$ cat src/ssp_pkg.sv
// Constants, register map and types of the self sector programming controller
// Notes on behaviour
// RQ1 - Operation type 0xE6 selects sector erase, 0x6E selects byte programming.
// RQ2 - First unlock register must get 05H, otherwise the attempt is terminated.
// RQ3 - Second unlock register must get 0AH, otherwise the attempt is terminated.
// RQ4 - Third unlock register must get 09H, otherwise the attempt is terminated.
// RQ5 - Fourth unlock register must get 06H, otherwise the attempt is terminated.
// RQ6 - Software disables interrupts, loads page and offset, then the data byte.
// RQ7 - Software then writes operation type and the four unlock registers in order.
// RQ8 - Software should run four no-operation instructions after the last unlock write.
// RQ9 - During a byte program the processor is held idle, then resumed.
// RQ10 - Each further byte needs data reload and a fresh type and unlock sequence.
// RQ11 - For erase, software disables interrupts and loads only the page register.
// RQ12 - During sector erase the processor is idle; each sector needs a fresh sequence.
// RQ13 - Afterwards software clears page and register A7H, then may enable interrupts.
// RQ14 - Software clears register A7H before any self programming.
// RQ15 - Page bits 7-2 give the sector, bits 1-0 the high offset bits.
// RQ16 - Offset register gives the low offset byte, data register the byte to program.
// RQ17 - Erase of the last sector, sector 15, is refused.
// RQ18 - Software never reprograms a programmed location before its sector is erased.
// RQ19 - Operation starts only after a fully correct sequence; aborts leave flash untouched.
// RQ20 - Type and unlock registers reset to zero on every reset.
package ssp_pkg;
    localparam int ADDR_W = 10;
    localparam int DATA_W = 32;
    localparam int IDX_HI = 9;
    localparam int IDX_LO = 2;
    // Register indices; byte address is four times the index
    localparam logic [7:0] IDX_OP_TYPE = 8'hF2;
    localparam logic [7:0] IDX_UNLOCK1 = 8'hF3;
    localparam logic [7:0] IDX_UNLOCK2 = 8'hF4;
    localparam logic [7:0] IDX_UNLOCK3 = 8'hF5;
    localparam logic [7:0] IDX_UNLOCK4 = 8'hF6;
    localparam logic [7:0] IDX_PAGE = 8'hF7;
    localparam logic [7:0] IDX_STATUS = 8'hF8;
    localparam logic [7:0] IDX_OFFSET = 8'hFB;
    localparam logic [7:0] IDX_DATA = 8'hFC;
    localparam logic [7:0] IDX_AUX = 8'hA7;
    // Operation codes and unlock keys
    localparam logic [7:0] CODE_ERASE = 8'hE6;
    localparam logic [7:0] CODE_PROGRAM = 8'h6E;
    localparam logic [3:0] KEY_FIRST = 4'h5;
    localparam logic [3:0] KEY_SECOND = 4'hA;
    localparam logic [3:0] KEY_THIRD = 4'h9;
    localparam logic [3:0] KEY_FOURTH = 4'h6;
    localparam logic [7:0] REG_RESET = 8'h00;
    localparam logic [5:0] LAST_SECTOR = 6'h0F;
    // Page field layout
    localparam int PAGE_SECT_HI = 7;
    localparam int PAGE_SECT_LO = 2;
    localparam int PAGE_OFFS_HI = 1;
    // Status bits
    localparam int ST_BUSY = 0;
    localparam int ST_ABORT = 1;
    localparam int ST_REFUSED = 2;
    localparam int ST_DONE = 3;
    localparam int FLASH_ADDR_W = 16;

    typedef enum logic [2:0] {SEQ_IDLE, SEQ_TYPED, SEQ_KEY1, SEQ_KEY2, SEQ_KEY3} ssp_seq_t;
    typedef enum logic [0:0] {ENG_IDLE, ENG_RUN} ssp_eng_t;
endpackage

$ cat src/ssp_flash_if.sv
// Link between the register side and the flash operation engine
`timescale 1ns/1ps
interface ssp_flash_if;
    logic start;
    logic erase;
    logic [ssp_pkg::FLASH_ADDR_W-1:0] addr;
    logic [7:0] data;
    logic busy;
    logic done;
    modport ctrl (output start, output erase, output addr, output data, input busy, input done);
    modport engine (input start, input erase, input addr, input data, output busy, output done);
endinterface

$ cat src/ssp_ctrl.sv
// Self sector programming controller: Avalon-MM registers and unlock sequence
`timescale 1ns/1ps
module ssp_ctrl #(
    parameter logic [5:0] LAST_SECTOR = ssp_pkg::LAST_SECTOR
) (
    input wire logic clk_sys,
    input wire logic rst_b,
    input wire logic [ssp_pkg::ADDR_W-1:0] avs_address,
    input wire logic avs_read,
    input wire logic avs_write,
    input wire logic [3:0] avs_byteenable,
    input wire logic [ssp_pkg::DATA_W-1:0] avs_writedata,
    output logic [ssp_pkg::DATA_W-1:0] avs_readdata,
    output logic avs_waitrequest,
    output logic flashEraseReq,
    output logic flashProgReq,
    output logic [ssp_pkg::FLASH_ADDR_W-1:0] flashAddr,
    output logic [7:0] flashData,
    input wire logic flashDone,
    output logic cpuIdle
);
    if (LAST_SECTOR == 6'h00) begin : g_chk
        $error("LAST_SECTOR must be above zero");
    end

    ssp_flash_if fif ();

    logic [7:0] opType_ff, nxt_opType;
    logic [3:0] key1_ff, nxt_key1;
    logic [3:0] key2_ff, nxt_key2;
    logic [3:0] key3_ff, nxt_key3;
    logic [3:0] key4_ff, nxt_key4;
    logic [7:0] page_ff, nxt_page;
    logic [7:0] offset_ff, nxt_offset;
    logic [7:0] data_ff, nxt_data;
    logic [7:0] aux_ff, nxt_aux;
    logic abort_ff, nxt_abort;
    logic refused_ff, nxt_refused;
    logic doneFlag_ff, nxt_doneFlag;
    logic start_ff, nxt_start;
    logic erase_ff, nxt_erase;
    ssp_pkg::ssp_seq_t seq_ff, nxt_seq;
    logic resp_ff, nxt_resp;
    logic [7:0] rdData_ff, nxt_rdData;
    logic req;
    logic stallWr;
    logic wrAcc;
    logic [7:0] idx;
    logic [7:0] wByte;
    logic [3:0] wNib;
    logic [7:0] status;

    // One wait cycle per access; writes stall while an operation is pending
    assign req = avs_read || avs_write;
    assign stallWr = avs_write && (fif.busy || start_ff);
    assign avs_waitrequest = req && !resp_ff;
    assign wrAcc = avs_write && resp_ff && avs_byteenable[0];
    assign idx = avs_address[ssp_pkg::IDX_HI:ssp_pkg::IDX_LO];
    assign wByte = avs_writedata[7:0];
    assign wNib = avs_writedata[3:0];
    assign status = {4'h0, doneFlag_ff, refused_ff, abort_ff, fif.busy};

    // Bus handshake and registered read data
    always_comb begin
        nxt_resp = req && !resp_ff && !stallWr;
        nxt_rdData = rdData_ff;
        if (avs_read && !resp_ff) begin
            if (idx == ssp_pkg::IDX_OP_TYPE) begin
                nxt_rdData = opType_ff;
            end else if (idx == ssp_pkg::IDX_UNLOCK1) begin
                nxt_rdData = {4'h0, key1_ff};
            end else if (idx == ssp_pkg::IDX_UNLOCK2) begin
                nxt_rdData = {4'h0, key2_ff};
            end else if (idx == ssp_pkg::IDX_UNLOCK3) begin
                nxt_rdData = {4'h0, key3_ff};
            end else if (idx == ssp_pkg::IDX_UNLOCK4) begin
                nxt_rdData = {4'h0, key4_ff};
            end else if (idx == ssp_pkg::IDX_PAGE) begin
                nxt_rdData = page_ff;
            end else if (idx == ssp_pkg::IDX_STATUS) begin
                nxt_rdData = status;
            end else if (idx == ssp_pkg::IDX_OFFSET) begin
                nxt_rdData = offset_ff;
            end else if (idx == ssp_pkg::IDX_DATA) begin
                nxt_rdData = data_ff;
            end else if (idx == ssp_pkg::IDX_AUX) begin
                nxt_rdData = aux_ff;
            end else begin
                nxt_rdData = ssp_pkg::REG_RESET; // Unmapped reads as zero
            end
        end
    end

    always_ff @(posedge clk_sys or negedge rst_b) begin
        if (!rst_b) begin
            resp_ff <= 1'b0;
            rdData_ff <= ssp_pkg::REG_RESET;
        end else begin
            resp_ff <= nxt_resp;
            rdData_ff <= nxt_rdData;
        end
    end

    // Register writes and the unlock sequence tracker
    always_comb begin
        nxt_opType = opType_ff;
        nxt_key1 = key1_ff;
        nxt_key2 = key2_ff;
        nxt_key3 = key3_ff;
        nxt_key4 = key4_ff;
        nxt_page = page_ff;
        nxt_offset = offset_ff;
        nxt_data = data_ff;
        nxt_aux = aux_ff;
        nxt_seq = seq_ff;
        nxt_start = 1'b0;
        nxt_erase = erase_ff;
        nxt_abort = abort_ff;
        nxt_refused = refused_ff;
        nxt_doneFlag = doneFlag_ff;
        if (wrAcc) begin
            if (idx == ssp_pkg::IDX_OP_TYPE) begin
                nxt_opType = wByte;
                // Only a known code arms the sequence
                if (wByte == ssp_pkg::CODE_ERASE || wByte == ssp_pkg::CODE_PROGRAM) begin // see RQ1
                    nxt_seq = ssp_pkg::SEQ_TYPED;
                    nxt_erase = (wByte == ssp_pkg::CODE_ERASE); // see RQ1
                end else begin
                    nxt_seq = ssp_pkg::SEQ_IDLE;
                end
            end else if (idx == ssp_pkg::IDX_UNLOCK1) begin
                nxt_key1 = wNib;
                if (seq_ff == ssp_pkg::SEQ_TYPED && wNib == ssp_pkg::KEY_FIRST) begin // see RQ2 see RQ7
                    nxt_seq = ssp_pkg::SEQ_KEY1;
                end else begin
                    nxt_seq = ssp_pkg::SEQ_IDLE;
                    nxt_abort = 1'b1; // see RQ2
                end
            end else if (idx == ssp_pkg::IDX_UNLOCK2) begin
                nxt_key2 = wNib;
                if (seq_ff == ssp_pkg::SEQ_KEY1 && wNib == ssp_pkg::KEY_SECOND) begin // see RQ3
                    nxt_seq = ssp_pkg::SEQ_KEY2;
                end else begin
                    nxt_seq = ssp_pkg::SEQ_IDLE;
                    nxt_abort = 1'b1; // see RQ3
                end
            end else if (idx == ssp_pkg::IDX_UNLOCK3) begin
                nxt_key3 = wNib;
                if (seq_ff == ssp_pkg::SEQ_KEY2 && wNib == ssp_pkg::KEY_THIRD) begin // see RQ4
                    nxt_seq = ssp_pkg::SEQ_KEY3;
                end else begin
                    nxt_seq = ssp_pkg::SEQ_IDLE;
                    nxt_abort = 1'b1; // see RQ4
                end
            end else if (idx == ssp_pkg::IDX_UNLOCK4) begin
                nxt_key4 = wNib;
                nxt_seq = ssp_pkg::SEQ_IDLE; // Each operation needs a fresh sequence, see RQ12
                if (seq_ff == ssp_pkg::SEQ_KEY3 && wNib == ssp_pkg::KEY_FOURTH) begin // see RQ5 see RQ19
                    if (erase_ff && page_ff[ssp_pkg::PAGE_SECT_HI:ssp_pkg::PAGE_SECT_LO] == LAST_SECTOR) begin
                        nxt_refused = 1'b1; // see RQ17
                    end else begin
                        nxt_start = 1'b1; // see RQ19
                    end
                end else begin
                    nxt_abort = 1'b1; // see RQ5
                end
            end else if (idx == ssp_pkg::IDX_PAGE) begin
                nxt_page = wByte;
            end else if (idx == ssp_pkg::IDX_OFFSET) begin
                nxt_offset = wByte;
            end else if (idx == ssp_pkg::IDX_DATA) begin
                nxt_data = wByte;
            end else if (idx == ssp_pkg::IDX_AUX) begin
                nxt_aux = wByte;
            end else if (idx == ssp_pkg::IDX_STATUS) begin
                // Write one to clear sticky flags
                if (avs_writedata[ssp_pkg::ST_ABORT]) begin
                    nxt_abort = 1'b0;
                end
                if (avs_writedata[ssp_pkg::ST_REFUSED]) begin
                    nxt_refused = 1'b0;
                end
                if (avs_writedata[ssp_pkg::ST_DONE]) begin
                    nxt_doneFlag = 1'b0;
                end
            end
        end
        // Completion set wins over a clear in the same cycle
        if (fif.done) begin
            nxt_doneFlag = 1'b1;
        end
    end

    // Every reset disarms the sequence and zeroes the flow registers
    always_ff @(posedge clk_sys or negedge rst_b) begin
        if (!rst_b) begin
            opType_ff <= ssp_pkg::REG_RESET; // see RQ20
            key1_ff <= 4'h0;
            key2_ff <= 4'h0;
            key3_ff <= 4'h0;
            key4_ff <= 4'h0;
            page_ff <= ssp_pkg::REG_RESET;
            offset_ff <= ssp_pkg::REG_RESET;
            data_ff <= ssp_pkg::REG_RESET;
            aux_ff <= ssp_pkg::REG_RESET;
            seq_ff <= ssp_pkg::SEQ_IDLE; // see RQ20
            start_ff <= 1'b0;
            erase_ff <= 1'b0;
            abort_ff <= 1'b0;
            refused_ff <= 1'b0;
            doneFlag_ff <= 1'b0;
        end else begin
            opType_ff <= nxt_opType;
            key1_ff <= nxt_key1;
            key2_ff <= nxt_key2;
            key3_ff <= nxt_key3;
            key4_ff <= nxt_key4;
            page_ff <= nxt_page;
            offset_ff <= nxt_offset;
            data_ff <= nxt_data;
            aux_ff <= nxt_aux;
            seq_ff <= nxt_seq;
            start_ff <= nxt_start;
            erase_ff <= nxt_erase;
            abort_ff <= nxt_abort;
            refused_ff <= nxt_refused;
            doneFlag_ff <= nxt_doneFlag;
        end
    end

    // Flash address: sector and high offset from page, low offset byte
    assign fif.start = start_ff;
    assign fif.erase = erase_ff;
    assign fif.addr = {page_ff, offset_ff}; // see RQ15 see RQ16
    assign fif.data = data_ff; // see RQ16
    assign avs_readdata = {24'h000000, rdData_ff};

    ssp_flash_engine u_engine (
        .clk_sys(clk_sys),
        .rst_b(rst_b),
        .op(fif.engine),
        .flashEraseReq(flashEraseReq),
        .flashProgReq(flashProgReq),
        .flashAddr(flashAddr),
        .flashData(flashData),
        .flashDone(flashDone),
        .cpuIdle(cpuIdle)
    );
endmodule

$ cat src/ssp_flash_engine.sv
// Flash operation engine: drives the array request and holds the processor idle
`timescale 1ns/1ps
module ssp_flash_engine (
    input wire logic clk_sys,
    input wire logic rst_b,
    ssp_flash_if.engine op,
    output logic flashEraseReq,
    output logic flashProgReq,
    output logic [ssp_pkg::FLASH_ADDR_W-1:0] flashAddr,
    output logic [7:0] flashData,
    input wire logic flashDone,
    output logic cpuIdle
);
    ssp_pkg::ssp_eng_t state_ff, nxt_state;
    logic eraseReq_ff, nxt_eraseReq;
    logic progReq_ff, nxt_progReq;
    logic [ssp_pkg::FLASH_ADDR_W-1:0] addr_ff, nxt_addr;
    logic [7:0] data_ff, nxt_data;
    logic done_ff, nxt_done;

    // Latch the operation and hold the request until the array reports done
    always_comb begin
        nxt_state = state_ff;
        nxt_eraseReq = eraseReq_ff;
        nxt_progReq = progReq_ff;
        nxt_addr = addr_ff;
        nxt_data = data_ff;
        nxt_done = 1'b0;
        case (state_ff)
            ssp_pkg::ENG_IDLE: begin
                if (op.start) begin
                    nxt_state = ssp_pkg::ENG_RUN;
                    nxt_eraseReq = op.erase;
                    nxt_progReq = !op.erase;
                    nxt_addr = op.addr; // see RQ15
                    nxt_data = op.data; // see RQ16
                end
            end
            ssp_pkg::ENG_RUN: begin
                if (flashDone) begin
                    nxt_state = ssp_pkg::ENG_IDLE;
                    nxt_eraseReq = 1'b0;
                    nxt_progReq = 1'b0;
                    nxt_done = 1'b1;
                end
            end
            default: nxt_state = ssp_pkg::ENG_IDLE;
        endcase
    end

    always_ff @(posedge clk_sys or negedge rst_b) begin
        if (!rst_b) begin
            state_ff <= ssp_pkg::ENG_IDLE;
            eraseReq_ff <= 1'b0;
            progReq_ff <= 1'b0;
            addr_ff <= '0;
            data_ff <= ssp_pkg::REG_RESET;
            done_ff <= 1'b0;
        end else begin
            state_ff <= nxt_state;
            eraseReq_ff <= nxt_eraseReq;
            progReq_ff <= nxt_progReq;
            addr_ff <= nxt_addr;
            data_ff <= nxt_data;
            done_ff <= nxt_done;
        end
    end

    // Processor sleeps for the whole operation, erase or program
    assign cpuIdle = (state_ff == ssp_pkg::ENG_RUN); // see RQ9 see RQ12
    assign op.busy = cpuIdle;
    assign op.done = done_ff;
    assign flashEraseReq = eraseReq_ff;
    assign flashProgReq = progReq_ff;
    assign flashAddr = addr_ff;
    assign flashData = data_ff;
endmodule

$ cat config.mk
export PLATFORM = sky130hd
export DESIGN_NAME = ssp_ctrl
export DESIGN_NICKNAME = d
export VERILOG_FILES = /design/src/ssp_pkg.sv /design/src/ssp_flash_if.sv /design/src/ssp_ctrl.sv /design/src/ssp_flash_engine.sv
export SDC_FILE = /design/constraint.sdc
export NUM_CORES = 1
export LEC_CHECK = 0
export BUFFER_PORTS_ARGS = -buffer_cell sky130_fd_sc_hd__buf_2
export CAP_MARGIN = 20
export CORE_MARGIN = 3
export CORE_UTILIZATION = 61
export CTS_BUF_LIST = sky130_fd_sc_hd__clkbuf_4 sky130_fd_sc_hd__clkbuf_8
export CTS_CLUSTER_DIAMETER = 200
export DETAILED_ROUTE_END_ITERATION = 12
export PLACE_DENSITY = 0.88
export SLEW_MARGIN = 20
export SYNTH_ARGS = -nofsm -noshare
export SYNTH_HDL_FRONTEND = slang
export SYNTH_HIERARCHICAL = 1
export SYNTH_SLANG_ARGS = --single-unit
$ cat constraint.sdc
create_clock -name clk_sys -period 3.6 [get_ports clk_sys]
set_input_delay 0 -clock clk_sys [delete_from_list [all_inputs] [get_ports clk_sys]]
set_output_delay 0 -clock clk_sys [all_outputs]
set_load 0.005 [all_outputs]
### Yosys cells after proc, flatten, opt, wreduce, memory -nomap -nowiden

Index checks and enable logic that the tools add are counted.

| storage, ports and cells | value |
|---|---|
| bits in read-only memories | 0 |
| bits in registers | 101 |
| memories kept | 0 |
| logic and storage cells | 192 |
| RAM bits | 0 |
| output and inout bits | 60 |
| latch bits | 0 |

| operators by class | value |
|---|---|
| reduce and logical (&&, ||, !) cells | 41 |
| equality and inequality tests | 46 |
| shift operators | 0 |
| bitwise logic cells | 9 |
| multipliers | 0 |
| $lt $le $gt $ge | 0 |
| muxes and demuxes | 73 |
| divide/modulo/power cells | 0 |
| $add $sub $neg | 0 |

Operators with widths:

| operator | number |
|---|---|
| $eq A8 B8 Y1 const B | 11 |
| $mux W8 | 10 |
| $mux W1 | 52 |
| $ne A5 B5 Y1 const B | 5 |
| $reduce_and A12 Y1 | 2 |
| $ne A2 B1 Y1 const B | 11 |
| $mux W3 | 6 |
| $reduce_bool A5 Y1 | 3 |
| $ne A2 B2 Y1 const B | 7 |
| $reduce_and A13 Y1 | 1 |
| $logic_and A1 B1 Y1 | 11 |
| $reduce_and A10 Y1 | 1 |
| $reduce_bool A2 Y1 | 5 |
| $not A1 Y1 | 9 |
| $reduce_and A9 Y1 | 1 |
| $eq A4 B3 Y1 const B | 2 |
| $eq A4 B4 Y1 const B | 2 |
| $eq A8 B7 Y1 const B | 1 |
| $reduce_and A2 Y1 | 4 |
| $reduce_and A8 Y1 | 1 |
| $reduce_and A7 Y1 | 1 |
| $eq A3 B2 Y1 const B | 2 |
| $eq A6 B4 Y1 const B | 1 |
| $pmux W1 S2 | 3 |
| other kinds (11) | 17 |

### Logic depth before layout (Yosys ltp)

| logic depth | value |
|---|---|
| depth after elaboration | 13 |
| mapped depth | 7 |

### Cells and area by module

Netlist, hierarchy kept.

Modules (own cells, without submodules):

| module | area each (um^2) | instances | cells an instance |
|---|---|---|---|
| ssp_ctrl | 4053.9 | 1 | 353 |
| ssp_flash_engine | 1179.9 | 1 | 68 |

### Worst setup path before layout

OpenSTA, ideal clock, no wires.

| path | value |
|---|---|
| path type | register -> register |
| start point | register resp_ff |
| end point | register offset_ff[4] |
| library setup time | 0.125 ns |
| slack | 1.998 ns |
| data required time | 3.475 ns |
| arrival | 1.477 ns |
| clock period less this slack | 1.602 ns |
| path buffers | 1 |
| stages on the path, launching flop included | 6 |
| cell sequence | dfrtp_1 > and3_1 > buf_2 > o31ai_4 > nor3_4 > mux2_2 |

| on the way | value |
|---|---|
| cells in the longest elaborated chain, start to end | 3 |

Ends and longest elaborated chain:

| item | RTL line | source |
|---|---|---|
| start, declared | ssp_ctrl.sv:43 | `logic resp_ff, nxt_resp;` |
| start signal, assigned | ssp_ctrl.sv:99 | `resp_ff <= nxt_resp;` |
| $logic_and A1 B1 Y1 (2 in series) | ssp_ctrl.sv:57 | `assign wrAcc = avs_write && resp_ff && avs_byteenable[0];` |
| $reduce_and A8 Y1 (no source line) | n/a |  |
| end signal, assigned | ssp_ctrl.sv:203 | `offset_ff <= ssp_pkg::REG_RESET;` |
| end signal, assigned | ssp_ctrl.sv:219 | `offset_ff <= nxt_offset;` |
| end, declared | ssp_ctrl.sv:34 | `logic [7:0] offset_ff, nxt_offset;` |

Every way passes these cells.
A chain may end at the register's enable or synchronous reset.

### Worst setup path in the final report

| path | value |
|---|---|
| start point | register resp_ff |
| end point | register offset_ff[7] |

Same word-level chain as after synthesis.

==> flow_metrics.tcl <==
set metrics [dict create \
    cp.arrival_ps 2260 \
    gp_congestion 0.9603 \
    row_count 33 \
    worst_pin_slew_ps 942.3 \
    clk-insertion-delay-late_ps 380 \
    die_w_um 98.63 \
    synth_seq_cells 101 \
    io_buffers 57 \
    end_kind "flop" \
    ant_nets 0 \
    p_leak_nw 2.701 \
    synth_top_family_by_area "multiplexers" \
    critPathLaunchType "flop" \
    ys.flop_type "dfrtp_1" \
    multi_input_area_um2 2415 \
    vdd.ir_drop.worst_mv 0.2103 \
    synthAdderAreaFrac_pct 0 \
    h-tree-depth 3 \
    track_usage_pct 25.11 \
    cts_resized 0 \
    fmax_mhz 501.1 \
    clk_pin_slew_ps 100 \
    ys_types 70 \
    cts_tree "done" \
    grt_pass1_vias 3610 \
    rsz0062_at_grt "false" \
    fillers 609 \
    hpwl_um 8108 \
    drt_iter0_drc 291 \
    relSlewSlack_pct 37.05 \
    die_y_um 98.63 \
    die-area_um2 9728 \
    area_growth_pct 8.463 \
    synth_largest_area_cell "dfrtp_1" \
    syn_inst 421 \
    drc 0 \
    via_per_inst 6.322 \
    antenna_found_initial 0 \
    grt-ovfl-total 0 \
    cts.path.max_buffers 2 \
    syn_area_um2 5234 \
    num_vias 3673 \
    cp_data_required_time_ps 3860 \
    cts.sinks 101 \
    maxCapViolCount 0 \
    ios 111 \
    period_share_pct 55.44 \
    totalWireLength_um 11800 \
    synthSimpleGateAreaFrac_pct 13.05 \
    regArea_um2 2527 \
    power.density_nw_per_um2 376.3 \
    yosysWarnings 6 \
    synth-edff-count 0 \
    yosysSeqAreaShare_pct 48.29 \
    drive_gt1_share_pct 37.82 \
    stdcell_count 581 \
    synth_most_common_cell "dfrtp_1" \
    core-area_um2 8258 \
    numCtsBuffers 9 \
    root_buffer "clkbuf_8" \
    finalSetupViolCount 0 \
    wl_per_cell_um 20.31 \
    finalSetupTns_ps 0 \
    synth-async-reset-ratio_pct 100.0 \
    dp.cells 558 \
    avgSynthCellArea_um2 12.43 \
    postCtsSetupRepairBufs 0 \
    synth_compound_area_share_pct 11.12 \
    period_needed_ps 1996 \
    firstDrtPassIters 5 \
    cp_max_fo 8 \
    finalHoldViolCount 0 \
    outcome "finished clean" \
    start_util_pct 63.38 \
    slew_viol_final 0 \
    final_nets 522 \
    finalClockSkew_ps 17.91 \
    path_class "flop to flop" \
    grt_max_degree 87 \
    synth_xor_xnor_area_share_pct 0.1673 \
    hold_path_class "input pin to flop" \
    grt_pass1_wl_um 19290 \
    yosysTopAreaCellShare_pct 48.29 \
    netlist_top_cells_area "dfrtp_1 48%, mux2_2 13%, mux2_4 5.7%" \
    synthTopCellsByCount "101 x dfrtp_1, 61 x mux2_2, 26 x buf_4" \
    holdBufCountCts 7 \
    antenna_cells 0 \
    synthMuxAreaShare_pct 20.08 \
]
[path summary, 6_finish.rpt]
check                      cells after the start               endpoint        startpoint  slack, ps
min reg2reg                                    1            doneFlag_ff  u_engine/op.done        450
max reg2reg                                    4           offset_ff[7]           resp_ff       1600
max                                            4           offset_ff[7]           resp_ff       1600
min                                            4                resp_ff          avs_read         10
max in group asynchronous                      3             key2_ff[3]             rst_b       2630
min in group asynchronous                      2  u_engine/flashData[5]             rst_b        220
[stage by stage]
stage	instance area, um2	power [W]	utilization, %	worst slack (ps)	hold WS, ps
2_1_floorplan	5320	0.001318	-	1998	-295.6
3_3_place_gp	5388	0.001369	65.24	1621	236.3
3_5_place_dp	5388	0.001376	65.24	1588	251.5
4_1_cts	5673	0.002130	68.70	1614	18.13
5_1_grt	5677	0.002202	68.74	1535	38.76
6_report	5677	0.002136	68.74	1604	13.40
[state kept, by name (all words and copies together) (netlist names), 3 cells and up]
signal              cells
page_ff                 8
key3_ff                 4
offset_ff               8
key4_ff                 4
opType_ff               8
u_engine/flashAddr     16
key2_ff                 4
seq_ff                  3
rdData_ff               8
u_engine/flashData      8
aux_ff                  8
data_ff                 8
key1_ff                 4
[worst max-delay path: stages, from the launching register on]
cell     delay, ps
dfrtp_1        380
and3_1         430
o31ai_4        200
nor3_4         480
mux2_2         400
[report_power, final]
group	internal (W)	total, W	switching [W]
Clock	0.000338	0.000772	0.000434
Sequential	0.00116	0.00118	0.0000191
Combinational	0.0000618	0.000187	0.000125
Total	0.00156	0.00214	0.000578
[final cells by class]
class | instances | share of cell area, %
clock buffer | 9 | 2.182
clock inverter | 7 | 1.609
inverter | 5 | 0.3306
multi-input combinational | 289 | 42.54
sequential | 101 | 44.52
tap | 105 | 2.314
timing repair buffer | 65 | 6.502
[routing by layer]
| layer | global-route usage, % | vias up | routed length [um] |
|---|---|---|---|
| li1 | - | 1616 | - |
| met1 | 35.38 | 1855 | 5057 |
| met2 | 39.26 | 175 | 5594 |
| met3 | 4.529 | 27 | 832 |
| met4 | 9.349 | 0 | 317 |
| met5 | 0 | - | 0 |
[layout by cell type, fill, tap and decap left out, drive strengths merged, types with 4 or more instances in the layout]
cell / netlist / routed
a21oi: 13 / 13
a22oi: 4 / 4
a32oi: 4 / 4
buf: 41 / 58
clkbuf: 8 / 9
conb: 1 / 24
dfrtp: 101 / 101
dlygate4sd3: 0 / 7
inv: 5 / 8
mux2: 84 / 84
nand2: 17 / 17
nand2b: 5 / 5
nand3: 11 / 11
nand4: 7 / 7
nor2: 16 / 16
nor2b: 8 / 8
nor3: 9 / 9
o211ai: 7 / 7
o21ai: 17 / 17
o221ai: 4 / 4
o2bb2ai: 4 / 4
[cells by family after synthesis]
kind of cell | after synthesis
compound gates | 80
xor+xnor | 1
buf+inv | 54
flops | 101
mux | 87
other cells | 1
simple gates | 97
Power figures use the tool's default switching activity.
